## src/inc/luc_pkg.sv

```systemverilog
package luc_pkg;
   localparam int XLEN = 32;
   // ----------------------------------------------------------------
   // field positions
   // ----------------------------------------------------------------
   localparam int OPC_HI   = 31;
   localparam int OPC_LO   = 26;
   localparam int F25_HI   = 25;
   localparam int F25_LO   = 21;
   localparam int F20_HI   = 20;
   localparam int F20_LO   = 16;
   localparam int RD_HI    = 15;
   localparam int RD_LO    = 11;
   localparam int FUNC_HI  = 9;
   localparam int FUNC_LO  = 0;
   localparam int BIT10    = 10;
   localparam int IMM_HI   = 15;
   localparam int OFF26_HI = 25;
   // ----------------------------------------------------------------
   // encodings
   // ----------------------------------------------------------------
   localparam logic [5:0] OPC_GROUP_A = 6'h00;
   localparam logic [5:0] OPC_MASKI   = 6'h34;
   localparam logic [5:0] OPC_UPADD   = 6'h04;
   localparam logic [5:0] OPC_PC_RELATIVE_GROUP   = 6'h1e;
   localparam logic [5:0] OPC_CALL    = 6'h2d;
   localparam logic [5:0] OPC_GROUP_I = 6'h11;
   localparam logic [9:0] FUNC_AND    = 10'h250;
   localparam logic [4:0] SUB_UPPC    = 5'h1e;
   localparam logic [4:0] SUB_FPZ     = 5'h08;
   localparam logic [4:0] SUB_FPS     = 5'h09;
   localparam logic [4:0] SUB_C2F     = 5'h0a;
   localparam logic [4:0] SUB_C2T     = 5'h0b;
   localparam logic [4:0] LINK_REG    = 5'h1f;
   localparam logic [4:0] ZERO_REG    = 5'h00;
   localparam logic [XLEN-1:0] PC_STEP   = 32'h0000_0004;
   localparam logic [XLEN-1:0] PC_RESET  = 32'h0000_0000;
   typedef enum logic [2:0] {LUC_EXC_NONE, LUC_EXC_CPU, LUC_EXC_RI} luc_exc_e;
endpackage

```

## src/hdl/luc_core.sv

```systemverilog
`timescale 1ns/1ps
// Behaviour
// - register AND decoded from group A, function and bit 10 zero
// - register AND writes rs AND rt into rd, no exception
// - mask-immediate decoded from its opcode, result to target register
// - mask-immediate zero-extends the 16-bit immediate before AND
// - upper add: immediate shifted 16, added to source, no overflow trap
// - source field zero makes upper add load the shifted immediate
// - pc upper add: shifted immediate plus this instruction address
// - call: offset field shifted one, added to next address, into PC
// - call writes next address into register 31
// - taken compact branch skips following instruction, goes to target
// - any instruction may follow a compact branch, no restriction
// - fp bit branches decoded from group I sub-opcodes 01000, 01001
// - fp branch tests only bit 0 of selected float register
// - branch offset shifted one, sign-extended, added to next address
// - false condition continues with next sequential instruction
// - fp branch with coprocessor disabled raises coprocessor unusable
// - fp bit branches never raise reserved instruction when fpu present
// - cop2 branch sends 5-bit index, taken per returned condition
// - cop2 disabled raises coprocessor unusable instead of evaluating
module luc_core
   import luc_pkg::*;
(
   input  wire logic            clock,
   input  wire logic            rst,
   input  wire logic            instr_valid,
   input  wire logic [XLEN-1:0] instr,
   output logic                 instr_ready,
   output logic      [XLEN-1:0] pc,
   output logic                 pc_redirect,
   output logic      [4:0]      fp_reg_index,
   input  wire logic [XLEN-1:0] fp_reg_data,
   output logic      [4:0]      cop2_cond_index,
   input  wire logic            cop2_cond,
   input  wire logic            fpu_present,
   input  wire logic            fpu_enable,
   input  wire logic            cop2_enable,
   output logic                 exc_valid,
   output logic      [2:0]      exc_code,
   output logic                 unknown_instr,
   input  wire logic [4:0]      dbg_reg_addr,
   output logic      [XLEN-1:0] dbg_reg_data
);
   typedef enum logic [1:0] {LUC_FETCH, LUC_READ, LUC_EXEC} luc_state_e;

   luc_state_e      state_q;
   logic [XLEN-1:0] ir_q;
   logic [XLEN-1:0] pc_q;
   logic [XLEN-1:0] rs_val;
   logic [XLEN-1:0] rt_val;
   logic [4:0]      rd_a_addr;
   logic [4:0]      rd_b_addr;
   logic            wr_en;
   logic [4:0]      wr_addr;
   logic [XLEN-1:0] wr_data;
   logic [5:0]      opc;
   logic [4:0]      f25;
   logic [4:0]      f20;
   logic [4:0]      f15;
   logic [15:0]     imm;
   logic [XLEN-1:0] pc_next;
   logic [XLEN-1:0] upper_imm;
   logic [XLEN-1:0] br_off;
   logic [XLEN-1:0] call_off;
   logic            is_and;
   logic            is_maski;
   logic            is_upadd;
   logic            is_uppc;
   logic            is_call;
   logic            is_gi;
   logic            cond_taken;
   logic            cond_fp;
   logic            cond_c2;
   logic            fp_unusable;
   logic            c2_unusable;
   logic            br_taken;
   logic            exec;
   logic            exc_d;
   logic [2:0]      exc_code_d;
   logic            redirect_d;

   // ----------------------------------------------------------------
   // decode
   // ----------------------------------------------------------------
   assign opc       = ir_q[OPC_HI:OPC_LO];
   assign f25       = ir_q[F25_HI:F25_LO];
   assign f20       = ir_q[F20_HI:F20_LO];
   assign f15       = ir_q[RD_HI:RD_LO];
   assign imm       = ir_q[IMM_HI:0];
   assign exec      = (state_q == LUC_EXEC);
   assign pc_next   = pc_q + PC_STEP;
   assign upper_imm = {imm, 16'h0000};
   assign br_off    = {{15{imm[15]}}, imm, 1'b0};
   assign call_off  = {{5{ir_q[OFF26_HI]}}, ir_q[OFF26_HI:0], 1'b0};
   assign is_and    = (opc == OPC_GROUP_A) && !ir_q[BIT10] && (ir_q[FUNC_HI:FUNC_LO] == FUNC_AND);
   assign is_maski  = (opc == OPC_MASKI);
   assign is_upadd  = (opc == OPC_UPADD);
   assign is_uppc   = (opc == OPC_PC_RELATIVE_GROUP) && (f20 == SUB_UPPC);
   assign is_call   = (opc == OPC_CALL);
   assign is_gi     = (opc == OPC_GROUP_I) && (cond_fp || cond_c2);
   // no reserved trap when present
   // sub-op field alone also matches other opcodes, so the group is checked too
   assign fp_unusable = (opc == OPC_GROUP_I) && cond_fp && (!fpu_enable || !fpu_present);
   assign c2_unusable = (opc == OPC_GROUP_I) && cond_c2 && !cop2_enable;
   assign br_taken    = is_gi && cond_taken && !fp_unusable && !c2_unusable;

   assign fp_reg_index    = f20;
   assign cop2_cond_index = f20;
   // operands read from the held word in read state, so execute sees them
   assign rd_a_addr   = ir_q[F20_HI:F20_LO];
   assign rd_b_addr   = ir_q[F25_HI:F25_LO];
   assign instr_ready = (state_q == LUC_FETCH);
   assign pc          = pc_q;

   luc_cond u_cond
   (
      .fp_bit0   (fp_reg_data[0]),
      .cop2_cond (cop2_cond),
      .sub_op    (f25),
      .taken     (cond_taken),
      .is_fp     (cond_fp),
      .is_cop2   (cond_c2)
   );

   luc_regfile u_regs
   (
      .clock     (clock),
      .rst       (rst),
      .rd_a_addr ((state_q == LUC_READ) ? rd_a_addr : dbg_reg_addr),
      .rd_b_addr (rd_b_addr),
      .rd_a_data (rs_val),
      .rd_b_data (rt_val),
      .wr_en     (wr_en),
      .wr_addr   (wr_addr),
      .wr_data   (wr_data)
   );

   // ----------------------------------------------------------------
   // write back
   // ----------------------------------------------------------------
   always_comb
   begin
      wr_en   = 1'b0;
      wr_addr = f25;
      wr_data = '0;
      if (exec)
      begin
         if (is_and)
         begin
            wr_en   = 1'b1;
            wr_addr = f15;
            wr_data = rs_val & rt_val;
         end
         else if (is_maski)
         begin
            wr_en   = 1'b1;
            wr_data = rs_val & {16'h0000, imm};
         end
         else if (is_upadd)
         begin
            wr_en   = 1'b1;
            wr_data = rs_val + upper_imm;
         end
         else if (is_uppc)
         begin
            wr_en   = 1'b1;
            wr_data = pc_q + upper_imm;
         end
         else if (is_call)
         begin
            wr_en   = 1'b1;
            wr_addr = LINK_REG;
            wr_data = pc_next;
         end
      end
   end

   always_comb
   begin
      exc_d      = 1'b0;
      exc_code_d = LUC_EXC_NONE;
      redirect_d = 1'b0;
      if (exec)
      begin
         if (fp_unusable || c2_unusable)
         begin
            exc_d      = 1'b1;
            exc_code_d = LUC_EXC_CPU;
         end
         redirect_d = is_call || br_taken;
      end
   end

   // ----------------------------------------------------------------
   // sequencing
   // ----------------------------------------------------------------
   // every path returns to fetch
   always_ff @(posedge clock or posedge rst)
   begin
      if (rst)
      begin
         state_q <= LUC_FETCH;
         ir_q    <= '0;
      end
      else
      begin
         unique case (state_q)
            LUC_FETCH:
            begin
               if (instr_valid)
               begin
                  ir_q    <= instr;
                  state_q <= LUC_READ;
               end
            end
            LUC_READ: state_q <= LUC_EXEC;
            LUC_EXEC: state_q <= LUC_FETCH;
         endcase
      end
   end

   always_ff @(posedge clock or posedge rst)
   begin
      if (rst)
      begin
         pc_q <= PC_RESET;
      end
      else if (exec)
      begin
         if (is_call)
            pc_q <= pc_next + call_off;
         else if (br_taken)
            pc_q <= pc_next + br_off;
         else
            pc_q <= pc_next;
      end
   end

   always_ff @(posedge clock or posedge rst)
   begin
      if (rst)
      begin
         pc_redirect   <= 1'b0;
         exc_valid     <= 1'b0;
         exc_code      <= LUC_EXC_NONE;
         unknown_instr <= 1'b0;
         dbg_reg_data  <= '0;
      end
      else
      begin
         pc_redirect   <= redirect_d;
         exc_valid     <= exc_d;
         exc_code      <= exc_code_d;
         unknown_instr <= exec && !(is_and || is_maski || is_upadd || is_uppc || is_call || is_gi);
         // port a serves the debug address outside read state; result held per instruction
         dbg_reg_data  <= (state_q == LUC_READ) ? rs_val : dbg_reg_data;
      end
   end

   // ----------------------------------------------------------------
   // checks
   // ----------------------------------------------------------------
   call_link_a: assert property (@(posedge clock) disable iff (rst)
      exec && is_call |-> wr_en && wr_addr == LINK_REG && wr_data == pc_q + PC_STEP)
      else $error("call link wrong");
   call_target_a: assert property (@(posedge clock) disable iff (rst)
      exec && is_call |=> pc_q == $past(pc_q) + PC_STEP + $past(call_off))
      else $error("call target wrong");
   branch_target_a: assert property (@(posedge clock) disable iff (rst)
      exec && br_taken |=> pc_q == $past(pc_q) + PC_STEP + $past(br_off))
      else $error("branch target wrong");
   not_taken_a: assert property (@(posedge clock) disable iff (rst)
      exec && is_gi && !br_taken |=> pc_q == $past(pc_q) + PC_STEP)
      else $error("fall through wrong");
   fp_unusable_a: assert property (@(posedge clock) disable iff (rst)
      exec && is_gi && cond_fp && !fpu_enable |=> exc_valid && exc_code == LUC_EXC_CPU)
      else $error("fp unusable missed");
   no_reserved_a: assert property (@(posedge clock) disable iff (rst)
      exc_valid |-> exc_code != LUC_EXC_RI)
      else $error("reserved raised");
   c2_unusable_a: assert property (@(posedge clock) disable iff (rst)
      exec && is_gi && cond_c2 && !cop2_enable |-> !br_taken ##1 exc_valid)
      else $error("cop2 unusable missed");
   and_result_a: assert property (@(posedge clock) disable iff (rst)
      exec && is_and |-> wr_addr == f15 && wr_data == (rs_val & rt_val))
      else $error("and result wrong");
   mask_imm_a: assert property (@(posedge clock) disable iff (rst)
      exec && is_maski |-> wr_data[31:16] == 16'h0000)
      else $error("mask not zero extended");
   uppc_a: assert property (@(posedge clock) disable iff (rst)
      exec && is_uppc |-> wr_data[15:0] == pc_q[15:0])
      else $error("pc upper add wrong");
   fetch_cycle_a: assert property (@(posedge clock) disable iff (rst)
      instr_ready && instr_valid |=> !instr_ready [*2] ##1 instr_ready)
      else $error("sequence length wrong");
   call_c: cover property (@(posedge clock) disable iff (rst) exec && is_call);
   fp_taken_c: cover property (@(posedge clock) disable iff (rst) exec && cond_fp && br_taken);
   c2_fall_c: cover property (@(posedge clock) disable iff (rst) exec && cond_c2 && !br_taken);
   back_to_back_c: cover property (@(posedge clock) disable iff (rst)
      exec && br_taken ##[1:4] (instr_ready && instr_valid) ##2 exec && br_taken);
endmodule

```

## src/hdl/luc_regfile.sv

```systemverilog
`timescale 1ns/1ps
module luc_regfile
   import luc_pkg::*;
(
   input  wire logic            clock,
   input  wire logic            rst,
   input  wire logic [4:0]      rd_a_addr,
   input  wire logic [4:0]      rd_b_addr,
   output logic      [XLEN-1:0] rd_a_data,
   output logic      [XLEN-1:0] rd_b_data,
   input  wire logic            wr_en,
   input  wire logic [4:0]      wr_addr,
   input  wire logic [XLEN-1:0] wr_data
);
   logic [XLEN-1:0] mem_q [32];

   // ----------------------------------------------------------------
   // storage
   // ----------------------------------------------------------------
   // zero register kept
   always_ff @(posedge clock)
   begin
      if (wr_en && wr_addr != ZERO_REG)
      begin
         mem_q[wr_addr] <= wr_data;
      end
   end

   // registered reads; zero register forced so no reset of the array is needed
   always_ff @(posedge clock or posedge rst)
   begin
      if (rst)
      begin
         rd_a_data <= '0;
         rd_b_data <= '0;
      end
      else
      begin
         rd_a_data <= (rd_a_addr == ZERO_REG) ? '0 : mem_q[rd_a_addr];
         rd_b_data <= (rd_b_addr == ZERO_REG) ? '0 : mem_q[rd_b_addr];
      end
   end

   // ----------------------------------------------------------------
   // checks
   // ----------------------------------------------------------------
   zero_reg_a: assert property (@(posedge clock) disable iff (rst)
      $past(rd_a_addr) == ZERO_REG |-> rd_a_data == '0)
      else $error("register zero read non-zero");
endmodule

```

## src/hdl/luc_cond.sv

```systemverilog
`timescale 1ns/1ps
module luc_cond
   import luc_pkg::*;
(
   input  wire logic       fp_bit0,
   input  wire logic       cop2_cond,
   input  wire logic [4:0] sub_op,
   output logic            taken,
   output logic            is_fp,
   output logic            is_cop2
);
   // ----------------------------------------------------------------
   // compact branch condition
   // ----------------------------------------------------------------
   always_comb
   begin
      is_fp   = (sub_op == SUB_FPZ) || (sub_op == SUB_FPS);
      is_cop2 = (sub_op == SUB_C2F) || (sub_op == SUB_C2T);
      unique case (sub_op)
         SUB_FPZ: taken = ~fp_bit0;
         SUB_FPS: taken = fp_bit0;
         SUB_C2F: taken = ~cop2_cond;
         SUB_C2T: taken = cop2_cond;
         default: taken = 1'b0;
      endcase
   end
endmodule

```

## config.mk

```make
export PLATFORM = sky130hd
export DESIGN_NAME = luc_core
export DESIGN_NICKNAME = d
export VERILOG_FILES = /design/src/inc/luc_pkg.sv /design/src/hdl/luc_core.sv /design/src/hdl/luc_regfile.sv /design/src/hdl/luc_cond.sv
export SDC_FILE = /design/constraint.sdc
export NUM_CORES = 2
export LEC_CHECK = 0
export BUFFER_PORTS_ARGS = -buffer_cell sky130_fd_sc_hd__buf_2
export CORE_UTILIZATION = 65
export DETAILED_ROUTE_END_ITERATION = 10
export GPL_TIMING_DRIVEN = 1
export PLACE_DENSITY = 0.83
export SETUP_SLACK_MARGIN = 0.1
export SLEW_MARGIN = 25
export SYNTH_ARGS = -nofsm -noshare
export SYNTH_HDL_FRONTEND = slang
export SYNTH_SLANG_ARGS = --single-unit
```

## constraint.sdc

```tcl
create_clock -name clock -period 10.2 [get_ports clock]
set_input_delay 1.02 -clock clock [delete_from_list [all_inputs] [get_ports clock]]
set_output_delay 1.02 -clock clock [all_outputs]
set_load 0.03 [all_outputs]
```

# ---- After elaboration in Yosys (flattened, before gate mapping)
# Memory sizes are Yosys's and may differ from the RTL's.
# Cells that the tools add are included.
dict set report totals {
  inputBits 76
  output_inout_bits 81
  ram_bits 1024
  n_memories 1
  ff_bits 168
}
# memory depth width rd rd_ports_with_merged_regs wr line
set memory_table {}
lappend memory_table {u_regs.mem_q 32 32 2 0 1 luc_regfile.sv:15} ;# logic [XLEN-1:0] mem_q [32];
dict set report classes {
  n_eq_ne 14
  mux 33
  reduce_logical 37
  addsub 5
  n_bitwise 4
}
# operator count
set ops {}
lappend ops {{2-to-1 mux 32 bit} 10}
lappend ops {{adder 32 bit} 4}
lappend ops {{2-to-1 mux 5 bit} 7}
lappend ops {{adder 32 x 3 -> 32 bit (second input constant)} 1}
lappend ops {{bitwise AND 32 x 16 -> 32 bit} 1}
lappend ops {{bitwise AND 32 bit} 1}
lappend ops {{== test 5 x 4 -> 1 bit (second input constant)} 4}
lappend ops {{logical AND 1 bit} 13}
lappend ops {{2-to-1 mux 1 bit} 13}
lappend ops {{== test 6 x 5 -> 1 bit (second input constant)} 2}
lappend ops {{== test 6 bit (second input constant)} 2}
lappend ops {{logical OR 1 bit} 11}
lappend ops {{== test 10 bit (second input constant)} 1}
lappend ops {{zero test 5 bit} 2}
lappend ops {{zero test 1 bit} 7}
lappend ops {{== test 6 x 3 -> 1 bit (second input constant)} 1}
lappend ops {{zero test 6 bit} 1}
lappend ops {{case mux 2 bit (3 select lines)} 1}
lappend ops {{== test 5 bit (second input constant)} 1}
lappend ops {{nonzero test 5 bit} 1}
lappend ops {{case mux 1 bit (4 select lines)} 1}
lappend ops {{== test 2 x 1 -> 1 bit (second input constant)} 1}
lappend ops {{== test 2 bit (second input constant)} 1}
lappend ops {{zero test 2 bit} 1}
lappend ops {{other kinds (4)} 5}

# ---- Logic depth before layout (Yosys ltp)
dict set report depth {
  word_depth 11
  mapped_depth 18
}

# ---- Hierarchy
# A second synthesis with hierarchy kept.
dict set report unflattened {
  hier_cells 3784
  area_unflattened_um2 59294.4
}
# mod cells_each area_each_um2 n_inst seq_area_each_um2
set by_module_without_submodules {}
lappend by_module_without_submodules {luc_regfile 2634 49525.0 1 32351.0}
lappend by_module_without_submodules {luc_core 1144 9705.6 1 2502.4}
lappend by_module_without_submodules {luc_cond 6 63.8 1 0.0}

# ---- Worst setup path before layout
# No wires, ideal clock.
dict set report synth_path {
  kind {reg-to-reg}
  start {reg pc_q[16], in the netlist pc[16]}
  end {mem u_regs.mem_q[0][30] (data pin)}
  arrival_time_ns 4.069
  slack_ns 5.664
  path_buffers 0
  stages_incl_launch_ff 11
  path_cell_list {dfrtp_1 ha_1 fa_1 a21o_1 a21o_1 a21oi_1 o31ai_1 a2111oi_0 nor3_1 o41a_1 a211oi_1}
}
dict set report synth_via {
  elab_chain_len 7
}
# element line
set synth_lines {}
lappend synth_lines {{start: declaration} luc_core.sv:49} ;# logic [XLEN-1:0] pc_q;
lappend synth_lines {{start signal: assignment} luc_core.sv:232} ;# pc_q <= pc_next + call_off;
lappend synth_lines {{start signal: assignment} luc_core.sv:234} ;# pc_q <= pc_next + br_off;
lappend synth_lines {{start signal: assignment} luc_core.sv:236} ;# pc_q <= pc_next;
lappend synth_lines {{adder 32 x 3 -> 32 bit} luc_core.sv:92} ;# assign pc_next = pc_q + PC_STEP;
lappend synth_lines {{2-to-1 mux 32 bit} luc_core.sv:170} ;# else if (is_call)
lappend synth_lines {{2-to-1 mux 32 bit (*)} luc_core.sv:165} ;# else if (is_uppc)
lappend synth_lines {{2-to-1 mux 32 bit (*)} luc_core.sv:160} ;# else if (is_upadd)
lappend synth_lines {{2-to-1 mux 32 bit (*)} luc_core.sv:155} ;# else if (is_maski)
lappend synth_lines {{2-to-1 mux 32 bit (*)} luc_core.sv:149} ;# if (is_and)
lappend synth_lines {{2-to-1 mux 32 bit (*)} luc_core.sv:147} ;# if (exec)
lappend synth_lines {{named net u_regs.wr_data[30]} luc_regfile.sv:13} ;# input wire logic [XLEN-1:0] wr_data
lappend synth_lines {{end: declaration} luc_regfile.sv:15}
# The timed path passes the listed nets; every way through them passes the cells marked *.

# ---- Worst setup path after layout
dict set report layout_path {
  start {reg pc_q[2], in the netlist pc[2]}
  end {reg pc_q[21], in the netlist pc[21]}
}
dict set report layout_via {
  elab_chain_len 4
}
# element line
set layout_lines {}
lappend layout_lines {{adder 32 x 3 -> 32 bit (*)} luc_core.sv:92}
lappend layout_lines {{adder 32 bit} luc_core.sv:234}
lappend layout_lines {{2-to-1 mux 32 bit} luc_core.sv:233} ;# else if (br_taken)
lappend layout_lines {{2-to-1 mux 32 bit (*)} luc_core.sv:231} ;# if (is_call)
# Mark *: on every way between the ends. The rest lies on a longest branch, timed or not.
# A chain may end at the register's enable or synchronous reset.

==> results list <==
- During placement, the flow inserted port buffers numbering 122.
- Number of antenna violations at the first check in global routing: 6
- After layout, the minimum clock period comes to 5.36 ns.
* DRC violation total after the first TritonRoute iteration: 8,266
* Layout filler cell count: 5,357
* Vias/cell: 7.46
- For the final database, setup skew stands at 0.0477 ns.
* P_leak: 23.6 nW
- Measured against its own limit, the worst slew margin works out to 26.4%.
- Summed over all failing endpoints, the final setup total negative slack is 0 ns.
- The startpoint identified for the worst register-to-register timing path is pc[2].
- For the worst setup path, the data required time is 10.80 ns.
- The Yosys step of the flow raised 0 warnings.
- Yosys mapped the design onto 82 distinct sky130hd cell types.
- Initial core utilization: 66.0%
- CTS Hold Buffers Added: 0
* Proportion of power drawn by combinational gates: 45.7%
- Average instance area after synthesis: 12.5 um^2
* Dominant cell type by count on the critical path: sky130_fd_sc_hd__nor2_1
- Wire length of the first global-routing pass: 271,000 um
* Total count of hold-check failures in the final report: 0
- Slowest CP cell: sky130_fd_sc_hd__a2111oi_0
* Slew at the pin with the worst max-slew slack: 1.10 ns
- Finish-stage setup viols: 0
- Portion of total power attributed to sequential cells: 32.4%
- In this design, the stage delay of the slowest critical-path cell is 0.51 ns.
- Cells with a size suffix above 1 make up 18.0% of the layout.
* CP arrival: 5.96 ns
* Source-to-sink clock delay at the later pin of the worst-skew pair: 0.74 ns
- Largest fanout of any net on the critical path: 7
* Switching Power: 8.26 mW
- Worst hold path class: primary input to async pin
* Number of logic stages on the critical path including buffering: 17
* Clock network fraction of design power: 22.0%
* Reg-to-reg endpoint: pc[21]
- The detail route stage leaves a number of antenna-violating nets equal to 0.
* Fraction of the cycle the final worst path needs: 52.6%
- Clock-pin slew on the worst setup and hold paths: 0.08 ns
- Crit path buffers/inverters: 0
* CTS Sinks: 1,188
- Die Ht: 305 um
- Area of the die: 93,200 um^2
- Total routed wirelength: 186,000 um
* H-tree levels: 3
- Counting flops and latches in the post-synthesis netlist gives 1,188.
- For this run, the leading register cell type out of synthesis is sky130_fd_sc_hd__edfxtp_1.
- Asr flop ratio synth: 13.8%
- Weighted congestion at the end of routability-driven global placement: 0.993
- The number of cells on the worst reg-to-reg path is 17.
- Final Net Count: 4,940
- Across the VDD grid, the largest voltage drop is 0.314 mV.
- Internal power summed over all cells: 11.2 mW
- STA classifies the critical path startpoint as a flop.
- TritonCTS built the clock tree.
- The tool flagged a number of max-cap violations equal to 0.
* Number of gates resized after CTS: 0
- Tracing the worst setup path back leads to its startpoint at pc[2].
* Setup repair after global routing missed its margin: false
* Number of pins with negative max-slew slack in the final report: 0
- The area growth from synthesis to layout is 9.92%.
- The run finished with clean final reports.
- Total power density per cell area: 296 nW/um^2
- Pin count of the biggest net entering global routing: 170
- The design draws 19.4 mW.
- Vias in the first global route: 43,700
* Die extent in x: 305 um
- The number of setup buffers added after CTS is 0.
* Rows: 110
- Reg-to-reg slack, setup: 4.84 ns
- The first detailed-routing pass ran for 9 iterations.
- Number of remaining DRC errors: 0
- Maximum root-to-sink buffer count: 3
- Critical path cell sequence: ha_1, nand4_1, nor2_1, nand3_1, nor2_1, nand2_1, xnor2_1, ha_1, a211oi_1, nand2_1, a211o_1, o21ai_0, o21ai_1, a2111oi_0, nor2_1, xnor2_1, o221ai_1
- Total global-route track usage: 39.5%
- Worst Path Class, Setup: flop to flop
* Switching power share of the total: 42.5%
- Based on the critical path, the design can be clocked at up to 186 MHz.
- Critical path destination: pc[21]
- The cell sitting at the root of the clock tree is a sky130_fd_sc_hd__clkbuf_16.
- Counting the buffers created by CTS gives 115.
- I/O pin count: 157
- Global routing finished with a remaining overflow of 0.
- Mapped cell area: 59,800 um^2
* Type of element capturing the critical path: flop
- The core region is 90,600 um^2.
- Detailed Place HPWL: 104,000 um
- EDFF count, synth: 1,024
- Synth Instances: 4,773
- Dominant delay contributor by cell family on the critical path: compound AO/OA/AOI/OAI gates
- Summing the sequential cell areas from Yosys gives 58.3% of the chip area.
- Across all layers, the routed design uses 45,200 vias.
- In the final routed layout, each cell accounts on average for 30.7 um.
==> layout by cell type, fill, tap and decap left out, drive strengths merged, types with 11 or more instances in the layout <==
| cell | n |
|---|---|
| dfrtp | 164 |
| nand2 | 1148 |
| ha | 79 |
| mux4 | 320 |
| xnor2 | 52 |
| nor2 | 181 |
| xor2 | 43 |
| inv | 35 |
| buf | 223 |
| nand3 | 294 |
| a31oi | 84 |
| clkinv | 49 |
| mux2 | 67 |
| nand4 | 12 |
| o211ai | 13 |
| a211oi | 46 |
| and3 | 143 |
| or3 | 11 |
| nor3 | 21 |
| edfxtp | 1024 |
| a21oi | 157 |
| mux2i | 45 |
| clkbuf | 145 |
| conb | 35 |
| o21ai | 78 |
| a311oi | 196 |
| a21o | 30 |
==> cells in the mapped netlist, types with 8 or more instances <==
cell,instances,area [um^2]
sky130_fd_sc_hd__buf_4,14,105
sky130_fd_sc_hd__o21ai_0,77,385
sky130_fd_sc_hd__nand2_1,1144,4290
sky130_fd_sc_hd__edfxtp_1,1024,30700
sky130_fd_sc_hd__buf_1,59,221
sky130_fd_sc_hd__buf_2,45,225
sky130_fd_sc_hd__ha_1,79,988
sky130_fd_sc_hd__dfrtp_1,164,4100
sky130_fd_sc_hd__a21o_1,30,225
sky130_fd_sc_hd__and3_1,143,895
sky130_fd_sc_hd__mux4_2,320,7210
sky130_fd_sc_hd__nand4_1,12,75.1
sky130_fd_sc_hd__a22oi_1,10,75.1
sky130_fd_sc_hd__mux2i_1,45,450
sky130_fd_sc_hd__xor2_1,43,377
sky130_fd_sc_hd__or3_1,11,68.8
sky130_fd_sc_hd__nor2_1,181,679
sky130_fd_sc_hd__inv_1,30,113
sky130_fd_sc_hd__xnor2_1,52,455
sky130_fd_sc_hd__a21oi_1,157,786
sky130_fd_sc_hd__nand2b_1,8,50.1
sky130_fd_sc_hd__nand3_1,293,1470
sky130_fd_sc_hd__clkbuf_1,246,923
sky130_fd_sc_hd__a222oi_1,8,80.1
sky130_fd_sc_hd__a311oi_1,196,1720
sky130_fd_sc_hd__nor3_1,21,105
sky130_fd_sc_hd__a31oi_1,84,526
sky130_fd_sc_hd__nor2b_1,10,62.6
sky130_fd_sc_hd__o211ai_1,13,97.6
sky130_fd_sc_hd__and2_1,9,56.3
sky130_fd_sc_hd__mux2_2,67,754
sky130_fd_sc_hd__a211oi_1,45,338
==> state kept, by name (all words and copies together), names as in the netlist <==
signal / cells
ir_q: 32
u_regs.rd_a_data: 32
exc_code: 1
unknown_instr: 1
pc_redirect: 1
dbg_reg_data: 32
u_regs.rd_b_data: 32
pc: 31
u_regs.mem_q: 1024
state_q: 2
==> area by class of cell <==
cell class	instances	area, um^2	share of cell area, %
diodes	3	7.51	0.0114
clock buffers	145	3100	4.72
clock inverters	67	637	0.969
inverters	30	120	0.183
multi-input cells	3224	24000	36.5
flip-flops and latches	1188	34900	53.1
well taps	1176	1470	2.24
repair buffers	223	1500	2.29
==> per-layer routing <==
| metal | global-route usage, % | vias up | wire length, um |
|---|---|---|---|
| met4 | 27.1 | 8 | 14500 |
| li1 | - | 18200 | - |
| met3 | 13.2 | 1004 | 31700 |
| met1 | 50.4 | 21400 | 58300 |
| met2 | 57.7 | 4505 | 81100 |
| met5 | 0 | - | 47 |
==> cell families (layout without fill, tap and decap cells) <==
logic type               after synthesis  after routing  share of synthesized area (%)
AND/OR/NAND/NOR                     1882           1882                           13.7
flip-flops                          1188           1188                           58.3
AO/OA/AOI/OAI                        698            698                           8.16
multiplexers                         432            432                           14.1
buffers and inverters                395            465                           2.67
XOR/XNOR                              95             95                           1.39
adder cells (fa/ha/maj)               82             82                           1.75
other                                  1             38                        0.00627
==> power by group through the flow <==
stage / Sequential [mW] / Combinational, mW / Clock [mW]
finish: 6.30 / 8.88 / 4.27
global placement: 6.33 / 8.29 / 0
CTS: 6.24 / 8.59 / 4.25
floorplan: 6.14 / 6.21 / 0
global route: 6.29 / 9.36 / 4.43
detailed placement: 6.34 / 8.48 / 0
==> how the worst min path moves through the flow <==
stage,from,end
after CTS,rst,ir_q[13]
after global placement,dbg_reg_data[9],dbg_reg_data[9]
after global routing,instr[1],ir_q[1]
final,rst,ir_q[11]
after detailed placement,dbg_reg_data[20],dbg_reg_data[20]
after floorplan,u_regs.rd_a_data[10],dbg_reg_data[10]
==> per-stage QoR <==
stage | setup slack, ns | std cells | util, % | hold WS (ns) | area (um^2)
detailed placement | 5.08 | 5840 | 68.4 | 0.493 | 62000
finish | 4.84 | 6056 | 72.6 | 0.426 | 65700
floorplan | 4.75 | 4807 | - | 0.479 | 59900
global placement | 5.19 | 5837 | 68.3 | 0.488 | 61900
global route | 4.56 | 6053 | 72.6 | 0.510 | 65700
CTS | 5.03 | 6052 | 72.6 | 0.464 | 65700
(Power assumes the default switching activity.)
